`src/rtl/omc_pkg.sv`:
```
// Constants, encodings and states shared by the output margin control block
package omc_pkg;

    // ************************************************************
    // Command codes and paging
    // ************************************************************
    localparam logic [7:0] CMD_PAGE = 8'h00;
    localparam logic [7:0] CMD_OPERATION = 8'h01;
    localparam logic [7:0] CMD_MARGIN_LOW = 8'h26;
    localparam logic [7:0] PAGE_A = 8'h00;
    localparam logic [7:0] PAGE_B = 8'h01;
    localparam logic [7:0] PAGE_ALL = 8'hff;
    localparam logic [7:0] PAGE_RESET = 8'h00;

    // ************************************************************
    // Operation byte layout
    // ************************************************************
    localparam int OP_ON_BIT = 7;
    localparam int MARGIN_MSB = 5;
    localparam int MARGIN_LSB = 2;
    localparam logic [7:0] OP_WRITE_MASK = 8'hbf;
    localparam logic [7:0] OP_RESET = 8'h00;
    localparam logic [1:0] MSEL_LOW = 2'h1;
    localparam logic [1:0] MSEL_HIGH = 2'h2;
    localparam logic [1:0] FLT_IGNORE = 2'h1;
    localparam logic [1:0] FLT_ACT = 2'h2;

    // ************************************************************
    // Transfer sizes, fills and reset values
    // ************************************************************
    localparam logic [2:0] BYTE_XFER = 3'h1;
    localparam logic [2:0] WORD_XFER = 3'h2;
    localparam logic [2:0] CNT_MAX = 3'h7;
    localparam logic [7:0] READ_FILL = 8'hff;
    localparam logic [7:0] UPPER_ZERO = 8'h00;
    localparam logic [7:0] MARGL_RESET = 8'h00;
    localparam logic [7:0] REF_RESET = 8'h00;
    localparam logic [7:0] SRC_BUS = 8'h01;

    // ************************************************************
    // Timing
    // ************************************************************
    localparam int CLK_PERIOD_NS = 8;
    localparam int SLEW_UNIT_NS = 1000;
    localparam logic [15:0] SLEW_UNIT_CYC = 16'(SLEW_UNIT_NS / CLK_PERIOD_NS);

    // ************************************************************
    // Bus slave states
    // ************************************************************
    typedef enum logic [4:0] {
        OMC_IDLE = 5'h01,
        OMC_RECV = 5'h02,
        OMC_ACK = 5'h04,
        OMC_SEND = 5'h08,
        OMC_RACK = 5'h10
    } omc_sl_e;

endpackage : omc_pkg

```
`src/rtl/omc_top.sv`:
```
// Paged operation and margin-low registers with target selection and slewed reference
// Summary of operation
// - Margin field zero selects the nominal voltage target.
// - Upper margin bits 01 select the margin-low target register.
// - Upper margin bits 10 select the margin-high target.
// - Lower bits 01 suppress over/undervoltage faults during margining.
// - Lower bits 10 keep over/undervoltage faults active during margining.
// - Margin and on bits obeyed only when configured to respect operation byte.
// - Reference ramps toward new target at the configured slew rate.
// - On bit zero disables conversion, one permits it, when required.
// - On bit combined with channel enable pin; other conditions must also hold.
// - Page 00h channel A, 01h channel B, FFh writes both.
// - Operation byte accepted only by byte-sized transfers.
// - Margin-low is a word; upper byte read-only zero.
// - Act-on-fault margin above nominal sets the maximum-voltage warning.
module omc_top
    import omc_pkg::*;
#(
    parameter int NUM_CH = 2,
    parameter logic [6:0] DEV_ADDR = 7'h5a  // Arbitrary bus address
)
(
    // Clock and reset
    input wire logic mclk,
    input wire logic resetn,
    // Management bus
    input wire logic scl_in,
    input wire logic sda_in,
    output logic sda_out,
    output logic sda_oe,
    // Enable pins
    input wire logic channel_a_enable_pin,
    input wire logic channel_b_enable_pin,
    // Other voltage settings
    input wire logic [7:0] nominal_voltage_target_a,
    input wire logic [7:0] nominal_voltage_target_b,
    input wire logic [7:0] margin_high_voltage_target_a,
    input wire logic [7:0] margin_high_voltage_target_b,
    input wire logic [7:0] voltage_slew_setting_a,
    input wire logic [7:0] voltage_slew_setting_b,
    input wire logic [7:0] voltage_control_source,
    // On/off configuration and start conditions
    input wire logic [1:0] cfg_use_on_bit,
    input wire logic [1:0] cfg_use_enable_pin,
    input wire logic [1:0] start_conditions_ok,
    // Status
    input wire logic [1:0] max_warn_clear,
    output logic [1:0] max_voltage_warning_flag,
    // Regulation outputs
    output logic [7:0] voltage_reference_a,
    output logic [7:0] voltage_reference_b,
    output logic [1:0] conversion_enable,
    output logic [1:0] fault_detect_enable
);
    import omc_pkg::*;

    if (NUM_CH != 2)
        $error("omc_top serves exactly two channels");

    // ************************************************************
    // Bus slave and transaction capture
    // ************************************************************
    logic wr_valid, xfer_stop;
    logic [7:0] wr_data, rd_data;
    logic [2:0] wr_idx, rd_idx;

    omc_bus_slave #(.DEV_ADDR(DEV_ADDR)) u_slave (
        .mclk(mclk),
        .resetn(resetn),
        .scl_in(scl_in),
        .sda_in(sda_in),
        .sda_out(sda_out),
        .sda_oe(sda_oe),
        .wr_valid(wr_valid),
        .wr_data(wr_data),
        .wr_idx(wr_idx),
        .xfer_stop(xfer_stop),
        .rd_idx(rd_idx),
        .rd_data(rd_data)
    );

    logic [7:0] page, next_page, cmd, next_cmd, d0, next_d0, d1, next_d1;
    logic [2:0] dcnt, next_dcnt;
    logic op_wr, margl_wr;

    // Data is only committed at the stop, so an over- or under-length transfer is dropped
    assign op_wr = xfer_stop && cmd == CMD_OPERATION && dcnt == BYTE_XFER;
    assign margl_wr = xfer_stop && cmd == CMD_MARGIN_LOW && dcnt == WORD_XFER;

    always_comb
    begin
        next_page = page;
        next_cmd = cmd;
        next_d0 = d0;
        next_d1 = d1;
        next_dcnt = dcnt;
        if (wr_valid)
        begin
            if (wr_idx == 3'h0)
            begin
                next_cmd = wr_data;
                next_dcnt = 3'h0;
            end
            else
            begin
                if (wr_idx == BYTE_XFER)
                    next_d0 = wr_data;
                if (wr_idx == WORD_XFER)
                    next_d1 = wr_data;
                if (dcnt != CNT_MAX)
                    next_dcnt = dcnt + 3'h1;
            end
        end
        if (xfer_stop)
        begin
            next_dcnt = 3'h0;
            if (cmd == CMD_PAGE && dcnt == BYTE_XFER
                && (d0 == PAGE_A || d0 == PAGE_B || d0 == PAGE_ALL))
                next_page = d0;
        end
    end

    always_ff @(posedge mclk or negedge resetn)
    begin
        if (!resetn)
        begin
            page <= PAGE_RESET;
            cmd <= 8'h00;
            d0 <= 8'h00;
            d1 <= 8'h00;
            dcnt <= 3'h0;
        end
        else
        begin
            page <= next_page;
            cmd <= next_cmd;
            d0 <= next_d0;
            d1 <= next_d1;
            dcnt <= next_dcnt;
        end
    end

    // ************************************************************
    // Enable pin synchronisers
    // ************************************************************
    logic [1:0] en_s1, en_s2;
    always_ff @(posedge mclk or negedge resetn)
    begin
        if (!resetn)
        begin
            en_s1 <= 2'h0;
            en_s2 <= 2'h0;
        end
        else
        begin
            en_s1 <= {channel_b_enable_pin, channel_a_enable_pin};
            en_s2 <= en_s1;
        end
    end

    // ************************************************************
    // Per-channel registers, target selection and slew
    // ************************************************************
    logic [1:0][7:0] nom_v, mhigh_v, slew_v, op_v, margl_v, ref_v;
    assign nom_v = {nominal_voltage_target_b, nominal_voltage_target_a};
    assign mhigh_v = {margin_high_voltage_target_b, margin_high_voltage_target_a};
    assign slew_v = {voltage_slew_setting_b, voltage_slew_setting_a};

    for (genvar g = 0; g < 2; g++)
    begin : g_ch
        logic [7:0] op_q, next_op, margl_q, next_margl, ref_q, next_ref, tgt;
        logic [15:0] tick, next_tick, period;
        logic warn, next_warn, sel, honour, margin_on, active;
        logic [1:0] msel, flt;

        // Page FFh selects both channels for writes
        assign sel = (page == PAGE_ALL) || (page == 8'(g));
        assign honour = cfg_use_on_bit[g];
        // Margining is obeyed only while the bus owns the output voltage
        assign margin_on = honour && voltage_control_source == SRC_BUS;
        assign msel = op_q[MARGIN_MSB -: 2];
        assign flt = op_q[MARGIN_LSB +: 2];
        assign active = margin_on && (msel == MSEL_LOW || msel == MSEL_HIGH);

        always_comb
        begin
            if (margin_on && msel == MSEL_LOW)
                tgt = margl_q;
            else if (margin_on && msel == MSEL_HIGH)
                tgt = mhigh_v[g];
            else
                tgt = nom_v[g];
        end

        // Ignore-faults masks detection; act-on-faults and no margining leave it on
        assign fault_detect_enable[g] = !(active && flt == FLT_IGNORE);
        assign conversion_enable[g] = (!honour || op_q[OP_ON_BIT])
            && (!cfg_use_enable_pin[g] || en_s2[g])
            && start_conditions_ok[g];

        assign period = 16'((17'(slew_v[g]) + 17'h1) * 17'(SLEW_UNIT_CYC));

        always_comb
        begin
            next_op = op_q;
            next_margl = margl_q;
            next_tick = tick;
            next_ref = ref_q;
            next_warn = warn;
            if (op_wr && sel)
                next_op = d0 & OP_WRITE_MASK;
            if (margl_wr && sel)
                next_margl = d0;
            if (ref_q == tgt)
                next_tick = 16'h0;
            else if (tick + 16'h1 >= period)
            begin
                // One code step per period; the ramp never jumps
                next_tick = 16'h0;
                next_ref = (ref_q < tgt) ? ref_q + 8'h1 : ref_q - 8'h1;
            end
            else
                next_tick = tick + 16'h1;
            if (max_warn_clear[g])
                next_warn = 1'b0;
            // Placed after the clear so a coincident event survives it
            if (active && flt == FLT_ACT && tgt > nom_v[g])
                next_warn = 1'b1;
        end

        always_ff @(posedge mclk or negedge resetn)
        begin
            if (!resetn)
            begin
                op_q <= OP_RESET;
                margl_q <= MARGL_RESET;
                tick <= 16'h0;
                ref_q <= REF_RESET;
                warn <= 1'b0;
            end
            else
            begin
                op_q <= next_op;
                margl_q <= next_margl;
                tick <= next_tick;
                ref_q <= next_ref;
                warn <= next_warn;
            end
        end

        assign op_v[g] = op_q;
        assign margl_v[g] = margl_q;
        assign ref_v[g] = ref_q;
        assign max_voltage_warning_flag[g] = warn;
    end

    assign voltage_reference_a = ref_v[0];
    assign voltage_reference_b = ref_v[1];

    // ************************************************************
    // Read data
    // ************************************************************
    logic rch;
    // Page FFh reads back channel A
    assign rch = (page == PAGE_B);

    always_comb
    begin
        rd_data = READ_FILL;
        case (cmd)
            CMD_PAGE:
                if (rd_idx == 3'h0)
                    rd_data = page;
            CMD_OPERATION:
                if (rd_idx == 3'h0)
                    rd_data = op_v[rch];
            CMD_MARGIN_LOW:
                if (rd_idx == 3'h0)
                    rd_data = margl_v[rch];
                else if (rd_idx == 3'h1)
                    rd_data = UPPER_ZERO;
            default: rd_data = READ_FILL;
        endcase
    end

endmodule : omc_top

```
`src/rtl/omc_bus_slave.sv`:
```
// Byte-level management bus slave with oversampled clock and data lines
module omc_bus_slave
    import omc_pkg::*;
#(
    parameter logic [6:0] DEV_ADDR = 7'h5a  // Arbitrary bus address
)
(
    // Clock and reset
    input wire logic mclk,
    input wire logic resetn,
    // Bus lines
    input wire logic scl_in,
    input wire logic sda_in,
    output logic sda_out,
    output logic sda_oe,
    // Byte interface
    output logic wr_valid,
    output logic [7:0] wr_data,
    output logic [2:0] wr_idx,
    output logic xfer_stop,
    output logic [2:0] rd_idx,
    input wire logic [7:0] rd_data
);
    import omc_pkg::*;

    // ************************************************************
    // Line synchronisers and edge detection
    // ************************************************************
    logic scl_s1, scl_s2, scl_d, sda_s1, sda_s2, sda_d;
    always_ff @(posedge mclk or negedge resetn)
    begin
        if (!resetn)
        begin
            {scl_s1, scl_s2, scl_d} <= 3'h7;
            {sda_s1, sda_s2, sda_d} <= 3'h7;
        end
        else
        begin
            {scl_s1, scl_s2, scl_d} <= {scl_in, scl_s1, scl_s2};
            {sda_s1, sda_s2, sda_d} <= {sda_in, sda_s1, sda_s2};
        end
    end

    logic rise, fall, start, stop;
    assign rise = scl_s2 & ~scl_d;
    assign fall = ~scl_s2 & scl_d;
    assign start = scl_s2 & scl_d & sda_d & ~sda_s2;
    assign stop = scl_s2 & scl_d & ~sda_d & sda_s2;

    // ************************************************************
    // Protocol state
    // ************************************************************
    omc_sl_e st, next_st;
    logic [2:0] bitc, next_bitc, idx, next_idx, ridx, next_ridx;
    logic [7:0] shreg, next_shreg, wd, next_wd;
    logic full, next_full, is_addr, next_is_addr, rw, next_rw, oe, next_oe;
    logic wv, next_wv, stp, next_stp;

    always_comb
    begin
        next_st = st;
        next_bitc = bitc;
        next_idx = idx;
        next_ridx = ridx;
        next_shreg = shreg;
        next_wd = wd;
        next_full = full;
        next_is_addr = is_addr;
        next_rw = rw;
        next_oe = oe;
        next_wv = 1'b0;
        next_stp = 1'b0;
        if (start)
        begin
            // A repeated start keeps the command latched in the register bank
            next_st = OMC_RECV;
            next_bitc = 3'h0;
            next_full = 1'b0;
            next_is_addr = 1'b1;
            next_idx = 3'h0;
            next_oe = 1'b0;
        end
        else if (stop)
        begin
            next_st = OMC_IDLE;
            next_oe = 1'b0;
            next_stp = (st != OMC_IDLE);
        end
        else
        begin
            case (st)
                OMC_IDLE: ;
                OMC_RECV:
                begin
                    if (rise && !full)
                    begin
                        next_shreg = {shreg[6:0], sda_s2};
                        next_bitc = bitc + 3'h1;
                        next_full = (bitc == CNT_MAX);
                    end
                    if (fall && full)
                    begin
                        next_full = 1'b0;
                        if (!is_addr)
                        begin
                            next_wv = 1'b1;
                            next_wd = shreg;
                            next_oe = 1'b1;
                            next_st = OMC_ACK;
                        end
                        else if (shreg[7:1] == DEV_ADDR)
                        begin
                            next_rw = shreg[0];
                            next_ridx = 3'h0;
                            next_oe = 1'b1;
                            next_st = OMC_ACK;
                        end
                        else
                            next_st = OMC_IDLE;
                    end
                end
                OMC_ACK:
                begin
                    if (fall)
                    begin
                        next_bitc = 3'h0;
                        if (is_addr && rw)
                        begin
                            next_shreg = rd_data;
                            next_oe = ~rd_data[7];
                            next_st = OMC_SEND;
                        end
                        else
                        begin
                            if (!is_addr && idx != CNT_MAX)
                                next_idx = idx + 3'h1;
                            next_oe = 1'b0;
                            next_st = OMC_RECV;
                        end
                        next_is_addr = 1'b0;
                    end
                end
                OMC_SEND:
                begin
                    if (fall)
                    begin
                        if (bitc == CNT_MAX)
                        begin
                            next_oe = 1'b0;
                            next_st = OMC_RACK;
                        end
                        else
                        begin
                            next_shreg = {shreg[6:0], 1'b0};
                            next_oe = ~shreg[6];
                            next_bitc = bitc + 3'h1;
                        end
                    end
                end
                OMC_RACK:
                begin
                    // The index moves at the ack's rise so rd_data settles by the fall
                    if (rise)
                    begin
                        if (sda_s2)
                            next_st = OMC_IDLE;
                        else
                        begin
                            next_full = 1'b1;
                            if (ridx != CNT_MAX)
                                next_ridx = ridx + 3'h1;
                        end
                    end
                    if (fall && full)
                    begin
                        next_full = 1'b0;
                        next_bitc = 3'h0;
                        next_shreg = rd_data;
                        next_oe = ~rd_data[7];
                        next_st = OMC_SEND;
                    end
                end
                default: next_st = OMC_IDLE;
            endcase
        end
    end

    always_ff @(posedge mclk or negedge resetn)
    begin
        if (!resetn)
        begin
            st <= OMC_IDLE;
            bitc <= 3'h0;
            idx <= 3'h0;
            ridx <= 3'h0;
            shreg <= 8'h00;
            wd <= 8'h00;
            full <= 1'b0;
            is_addr <= 1'b0;
            rw <= 1'b0;
            oe <= 1'b0;
            wv <= 1'b0;
            stp <= 1'b0;
        end
        else
        begin
            st <= next_st;
            bitc <= next_bitc;
            idx <= next_idx;
            ridx <= next_ridx;
            shreg <= next_shreg;
            wd <= next_wd;
            full <= next_full;
            is_addr <= next_is_addr;
            rw <= next_rw;
            oe <= next_oe;
            wv <= next_wv;
            stp <= next_stp;
        end
    end

    assign sda_out = 1'b0;
    assign sda_oe = oe;
    assign wr_valid = wv;
    assign wr_data = wd;
    assign wr_idx = idx;
    assign xfer_stop = stp;
    assign rd_idx = ridx;

endmodule : omc_bus_slave

```
`config.mk`:
```
export PLATFORM = sky130hd
export DESIGN_NAME = omc_top
export DESIGN_NICKNAME = d
export VERILOG_FILES = /design/src/rtl/omc_pkg.sv /design/src/rtl/omc_top.sv /design/src/rtl/omc_bus_slave.sv
export SDC_FILE = /design/constraint.sdc
export NUM_CORES = 1
export LEC_CHECK = 0
export ABC_AREA = 1
export BUFFER_PORTS_ARGS = -buffer_cell sky130_fd_sc_hd__buf_4
export CAP_MARGIN = 40
export CORE_MARGIN = 2
export CORE_UTILIZATION = 63
export CTS_CLUSTER_SIZE = 16
export DETAILED_ROUTE_END_ITERATION = 10
export GPL_TIMING_DRIVEN = 1
export PLACE_DENSITY = 0.84
export SYNTH_ARGS = -nofsm -noshare
export SYNTH_HDL_FRONTEND = slang
export SYNTH_SLANG_ARGS = --single-unit
```
`constraint.sdc`:
```
create_clock -name mclk -period 4.01 [get_ports mclk]
set_input_delay 0.2005 -clock mclk [delete_from_list [all_inputs] [get_ports mclk]]
set_output_delay 0.2005 -clock mclk [all_outputs]
set_load 0.01 [all_outputs]
```
==> impl_summary.md <==
Synthesis
The share of synthesized cell area in full adder, half adder and majority cells is around 22%. Counting distinct cell types in the post-synthesis netlist gives 51. Among all flip-flop cells after synthesis, the most frequent one is dfrtp_1. Each instance of the synthesized netlist takes up on average about 7.4 µm². Summed over its instances, the top area cell type makes up roughly a quarter of the synthesized netlist area. The multiplexer fraction of the synthesized cell area is less than 1%. The flip-flop and latch count after synthesis is approximately 150. The fraction of registers with async set/reset is 100.0%. The basic-gate share of the synthesized area counting and, or, nand and nor cells is between 20% and 30%. The synthesized design contains 0 enable-type register cells. After Yosys synthesis, XOR and XNOR cells account for between 5 and 6% of the synthesized area. Ranked by total cell area, the synthesized netlist is headed by dfrtp_1 (26%), ha_1 (15%), nand2_1 (12%), inv_1 (9.5%), fa_1 (6.3%). The cell count after synthesis is 1882. The number of nets in the synthesized netlist is about 2200.

Summing the areas of all compound-gate instances in the mapped netlist gives between 10% and 20% of the synthesized area. After synthesis, the largest family of logic cells by area is simple AND/OR/NAND/NOR gates. The cell area that synthesis handed to floorplanning was roughly 14000 µm². dfrtp_1 takes more of the synthesized area than any other cell. During synthesis, Yosys emitted a total of 0 warnings. Summing the sequential cell areas from Yosys gives a little over a quarter of the chip area.

Finish
The signed area change from the synthesized netlist to the final layout is 29.02%. 0 antenna diodes ended up in the layout. The share of cells above drive strength 1 is about a quarter. The finished layout holds roughly 2400 standard cells, fillers aside.

The final layout contains ~2400 nets. At the end of the flow the core is filled with cells to between 80% and 90%.

Worst setup path
The critical setup path kind is input port to flop. The worst path arrival time is 5.41 ns. The worst setup path is launched from an input port.

The slowest stage of the critical path belongs to the cell fa_1. STA puts the critical path data required time at about 4.4 ns. The delay of the slowest cell on the worst path is approximately 0.52 ns. Broken down by cell family, the worst path's largest delay share belongs to adder cells.

In this run the number of cells on the critical path is 27. The endpoint kind of the worst setup timing path is a flop. The most used cell along the critical path is fa_1. Of all nets on the critical path, the largest fanout is 6. Measured in cells, the most critical reg-to-reg path has a length of 19. The combined buffer and inverter count along the critical path is 6.

Die
The initialized floorplan defines between 50 and 60 standard-cell rows. 94 I/O pins were placed. From bottom edge to top edge, the die measures roughly 150 µm. The die area is between 20000 and 25000 µm². From left edge to right edge, the die measures around 150 µm. The area inside the core boundary is about 22000 µm².

The initial utilization of the core area, before any placement, comes to between 60 and 70%.

Detailed routing
The final layout contains routed wiring with a total length of around 41000 µm. Dividing the detail-routed wire length by the instance count gives 17.16 µm. Dividing the detail-routed via count by the number of cells gives 5.757. Before antenna repair, the detailed router went through 7 iterations.

The number of remaining DRC errors is 0. The number of DRC markers after the initial detailed-route iteration is 1247. The number of nets with antenna violations after routing is 0.

The detailed router placed ~14000 vias in this run.

Global route
After global routing the overflow that remains totals 0. The maximum number of pins on one net before global-route repair is 71. The total routing resource utilization after global routing is between 30% and 40%. The first-pass GRT wire length is roughly 64000 µm. The initial antenna violation count came to 0. The number of global-route vias before repair was approximately 14000.

Pwr
Of the total power, combinational logic draws between 60% and 70%. The analysis attributes to cell leakage a power of approximately 9.8 nW. For this design the ratio of total power to cell area is around 660 nW/µm². Across the VDD grid, the largest voltage drop is roughly 0.42 mV. The fraction of power spent switching nets is a little under half.

Summed over all nets, the switching power comes to ~5.5 mW. The part of the power in the clock network is 14.2%. The part of the power in registers is 17.2%.

Internal power comes to about 6.4 mW. Overall power consumption after layout is estimated at roughly 12 mW.

Timing
For the final database, setup skew stands at between 0.009 and 0.01 ns. The slew of the pin with the lowest slew margin is roughly 0.73 ns. The highest clock frequency the design can meet is slightly below 0.2 GHz. The headroom to the max-slew limit is around 50%.

Setup repair after global routing could not meet its margin everywhere. The final hold violation count was 0. Setup violations remaining at the end of the flow were counted as 48. The count of pins over their slew limit is 0. The share of the clock period used by the worst path after layout is 125.6%.

The smallest clock period supported by the final layout is computed as between 5 and 6 ns. The smallest setup slack after layout is -1.028 ns.

Placement
Summed over all nets, the half-perimeter wirelength after detailed placement is 27340 µm. Counting tap cells, the placed design contains a total of 2343 instances. The worst slack at placement is -1.330 ns.

Buffers placed on the I/O ports in this run total 92. The congestion estimate from routability-driven global placement came to roughly 0.9.

Clocking
TritonCTS built the clock tree. The H-tree was split into 4 levels. The root cell of the clock tree is clkbuf_16. The total clock sinks is about 150. After clock tree synthesis, the clock-pin slew on the worst setup and hold paths is around 0.07 ns.

The clock latency on the worst-skew pair is 0.44 ns. In this run, CTS created clock tree buffers numbering 17. The maximum root-to-sink buffer count is 2.

Outcome
The run finished, with violations left. The final reports fail on setup timing.

Worst hold path
The worst hold-check path type is input port to flop. The count of cells along the worst hold path is 5.

Job
The tool flagged a number of max-cap violations equal to 0.
[cell families (layout without fill, tap and decap cells)]
group           count (synthesis)  after routing
buf+inv                       386            633
compound gates                252            252
other cells                     1              1
xor+xnor                       78             78
mux                             1              1
simple gates                  794            794
flops                         153            153
fa+ha+maj                     217            217
[cell usage in the layout, fill, tap and decap left out, types with 8 or more instances in the layout]
cell type,instances
nand2_1,406
inv_1,336
buf_4,208
ha_1,148
dfrtp_1,146
nand3_1,106
nor2_1,106
o21ai_0,89
a21oi_1,65
xor2_1,50
fa_1,43
nand4_1,31
nand2_2,30
o21ai_2,27
ha_4,25
nor2_2,22
inv_2,20
clkbuf_16,18
a21oi_2,17
nand2_4,16
nor3_1,16
nor2_4,15
xnor2_1,14
o21bai_1,14
buf_6,14
buf_12,12
o21ai_1,11
nand3_4,9
nand3b_1,8
[worst register-to-register path: stages, from the launching register on]
cell	delay [ns]
dfrtp_1	0.40
inv_1	0.11
ha_1	0.20
nand3_4	0.23
nand2_1	0.19
o21ai_2	0.09
a21oi_1	0.15
ha_1	0.26
a21oi_1	0.18
o21a_1	0.20
nand2_1	0.25
ha_1	0.46
nand2_1	0.12
nand3_1	0.15
nand2_1	0.11
nand3_1	0.13
nand3b_1	0.21
nand2_1	0.10
nand2_1	0.07
nand2_1	0.07
[metrics by stage]
| step | cell area [µm²] | setup TNS (ns) | hold slack (ns) |
|---|---|---|---|
| finish | 18030 | -45.31 | 0.2142 |
| global route | 18030 | -58.85 | 0.2575 |
| CTS | 17530 | -29.74 | 0.2087 |
| detailed placement | 16360 | -55.44 | 0.1420 |
| global placement | 16330 | -44.85 | 0.3085 |
| floorplan | 14570 | -33.31 | -0.09509 |
[what timing repair did]
action	CTS	global route
setup endpoints to repair	48	48
pin swaps	62	59
buffers inserted	12	14
endpoints found under the hold margin	46	0
gates resized for setup	96	94
gates cloned	0	2
hold buffers	7	0
[worst paths after layout]
| check | startpoint | endpoint | slack, ns |
|---|---|---|---|
| worst max-delay path | voltage_slew_setting_a[0] | voltage_reference_a[6] | -1.03 |
| min in group asynchronous | resetn | g_ch[0].tick[12] | 0.24 |
| worst min-delay path | cfg_use_on_bit[0] | g_ch[0].warn | 0.21 |
| worst max register to register | g_ch[1].op_q[4] | voltage_reference_b[7] | 0.27 |
| worst min register to register | u_slave.sda_s1 | u_slave.sda_s2 | 0.36 |
| max in group asynchronous | resetn | u_slave.sda_s1 | 3.03 |
[cell type report]
class                   instances  area (µm²)
clock buffers                  19       452.9
clock inverters                13       156.4
fillers                      1278        3791
inverters                     358        1350
multi-input cells            1343        9803
flip-flops and latches        153        3837
well taps                     280       350.3
repair buffers                243        2082
[power by group through the flow]
stage	Combinational [mW]	Sequential, mW	Clock (mW)
after CTS	6.82	2.00	1.68
after global routing	8.75	2.06	1.75
after detailed placement	6.14	2.03	0
final	8.11	2.03	1.68
after global placement	5.81	2.01	0
after floorplan	4.22	1.98	0
[registers in the layout, indices dropped and copies added, names as in the netlist, 2 cells and up]
name	flops
g_ch.warn	2
u_slave.shreg	8
page	8
d0	8
u_slave.wr_data	8
voltage_reference_a	8
u_slave.bitc	3
en_s1	2
u_slave.wr_idx	3
g_ch.op_q	14
u_slave.rd_idx	3
g_ch.tick	32
en_s2	2
dcnt	3
u_slave.st	5
cmd	8
g_ch.margl_q	16
voltage_reference_b	8
[cell usage after synthesis (all sizes together) (2+ instances only)]
library cell / number
a21oi: 88
a31o: 2
a31oi: 3
buf: 11
clkbuf: 17
dfrtp: 146
dfstp: 7
fa: 44
ha: 173
inv: 358
nand2: 453
nand3: 122
nand3b: 8
nand4: 33
nor2: 143
nor3: 23
nor4: 5
o211ai: 4
o21a: 5
o21ai: 130
o21bai: 15
o22ai: 3
or2: 4
xnor2: 15
xor2: 63
[layer usage]
layer / track usage [%] / part of all wire, % / up-vias
met5: 0 / 0 / -
met3: 5.245 / 7.1 / 164
met4: 11.42 / 4.3 / 0
li1: - / - / 6459
met1: 41.77 / 38 / 6564
met2: 58.10 / 50 / 681
No activity file was read; power rests on OpenSTA's default activity.
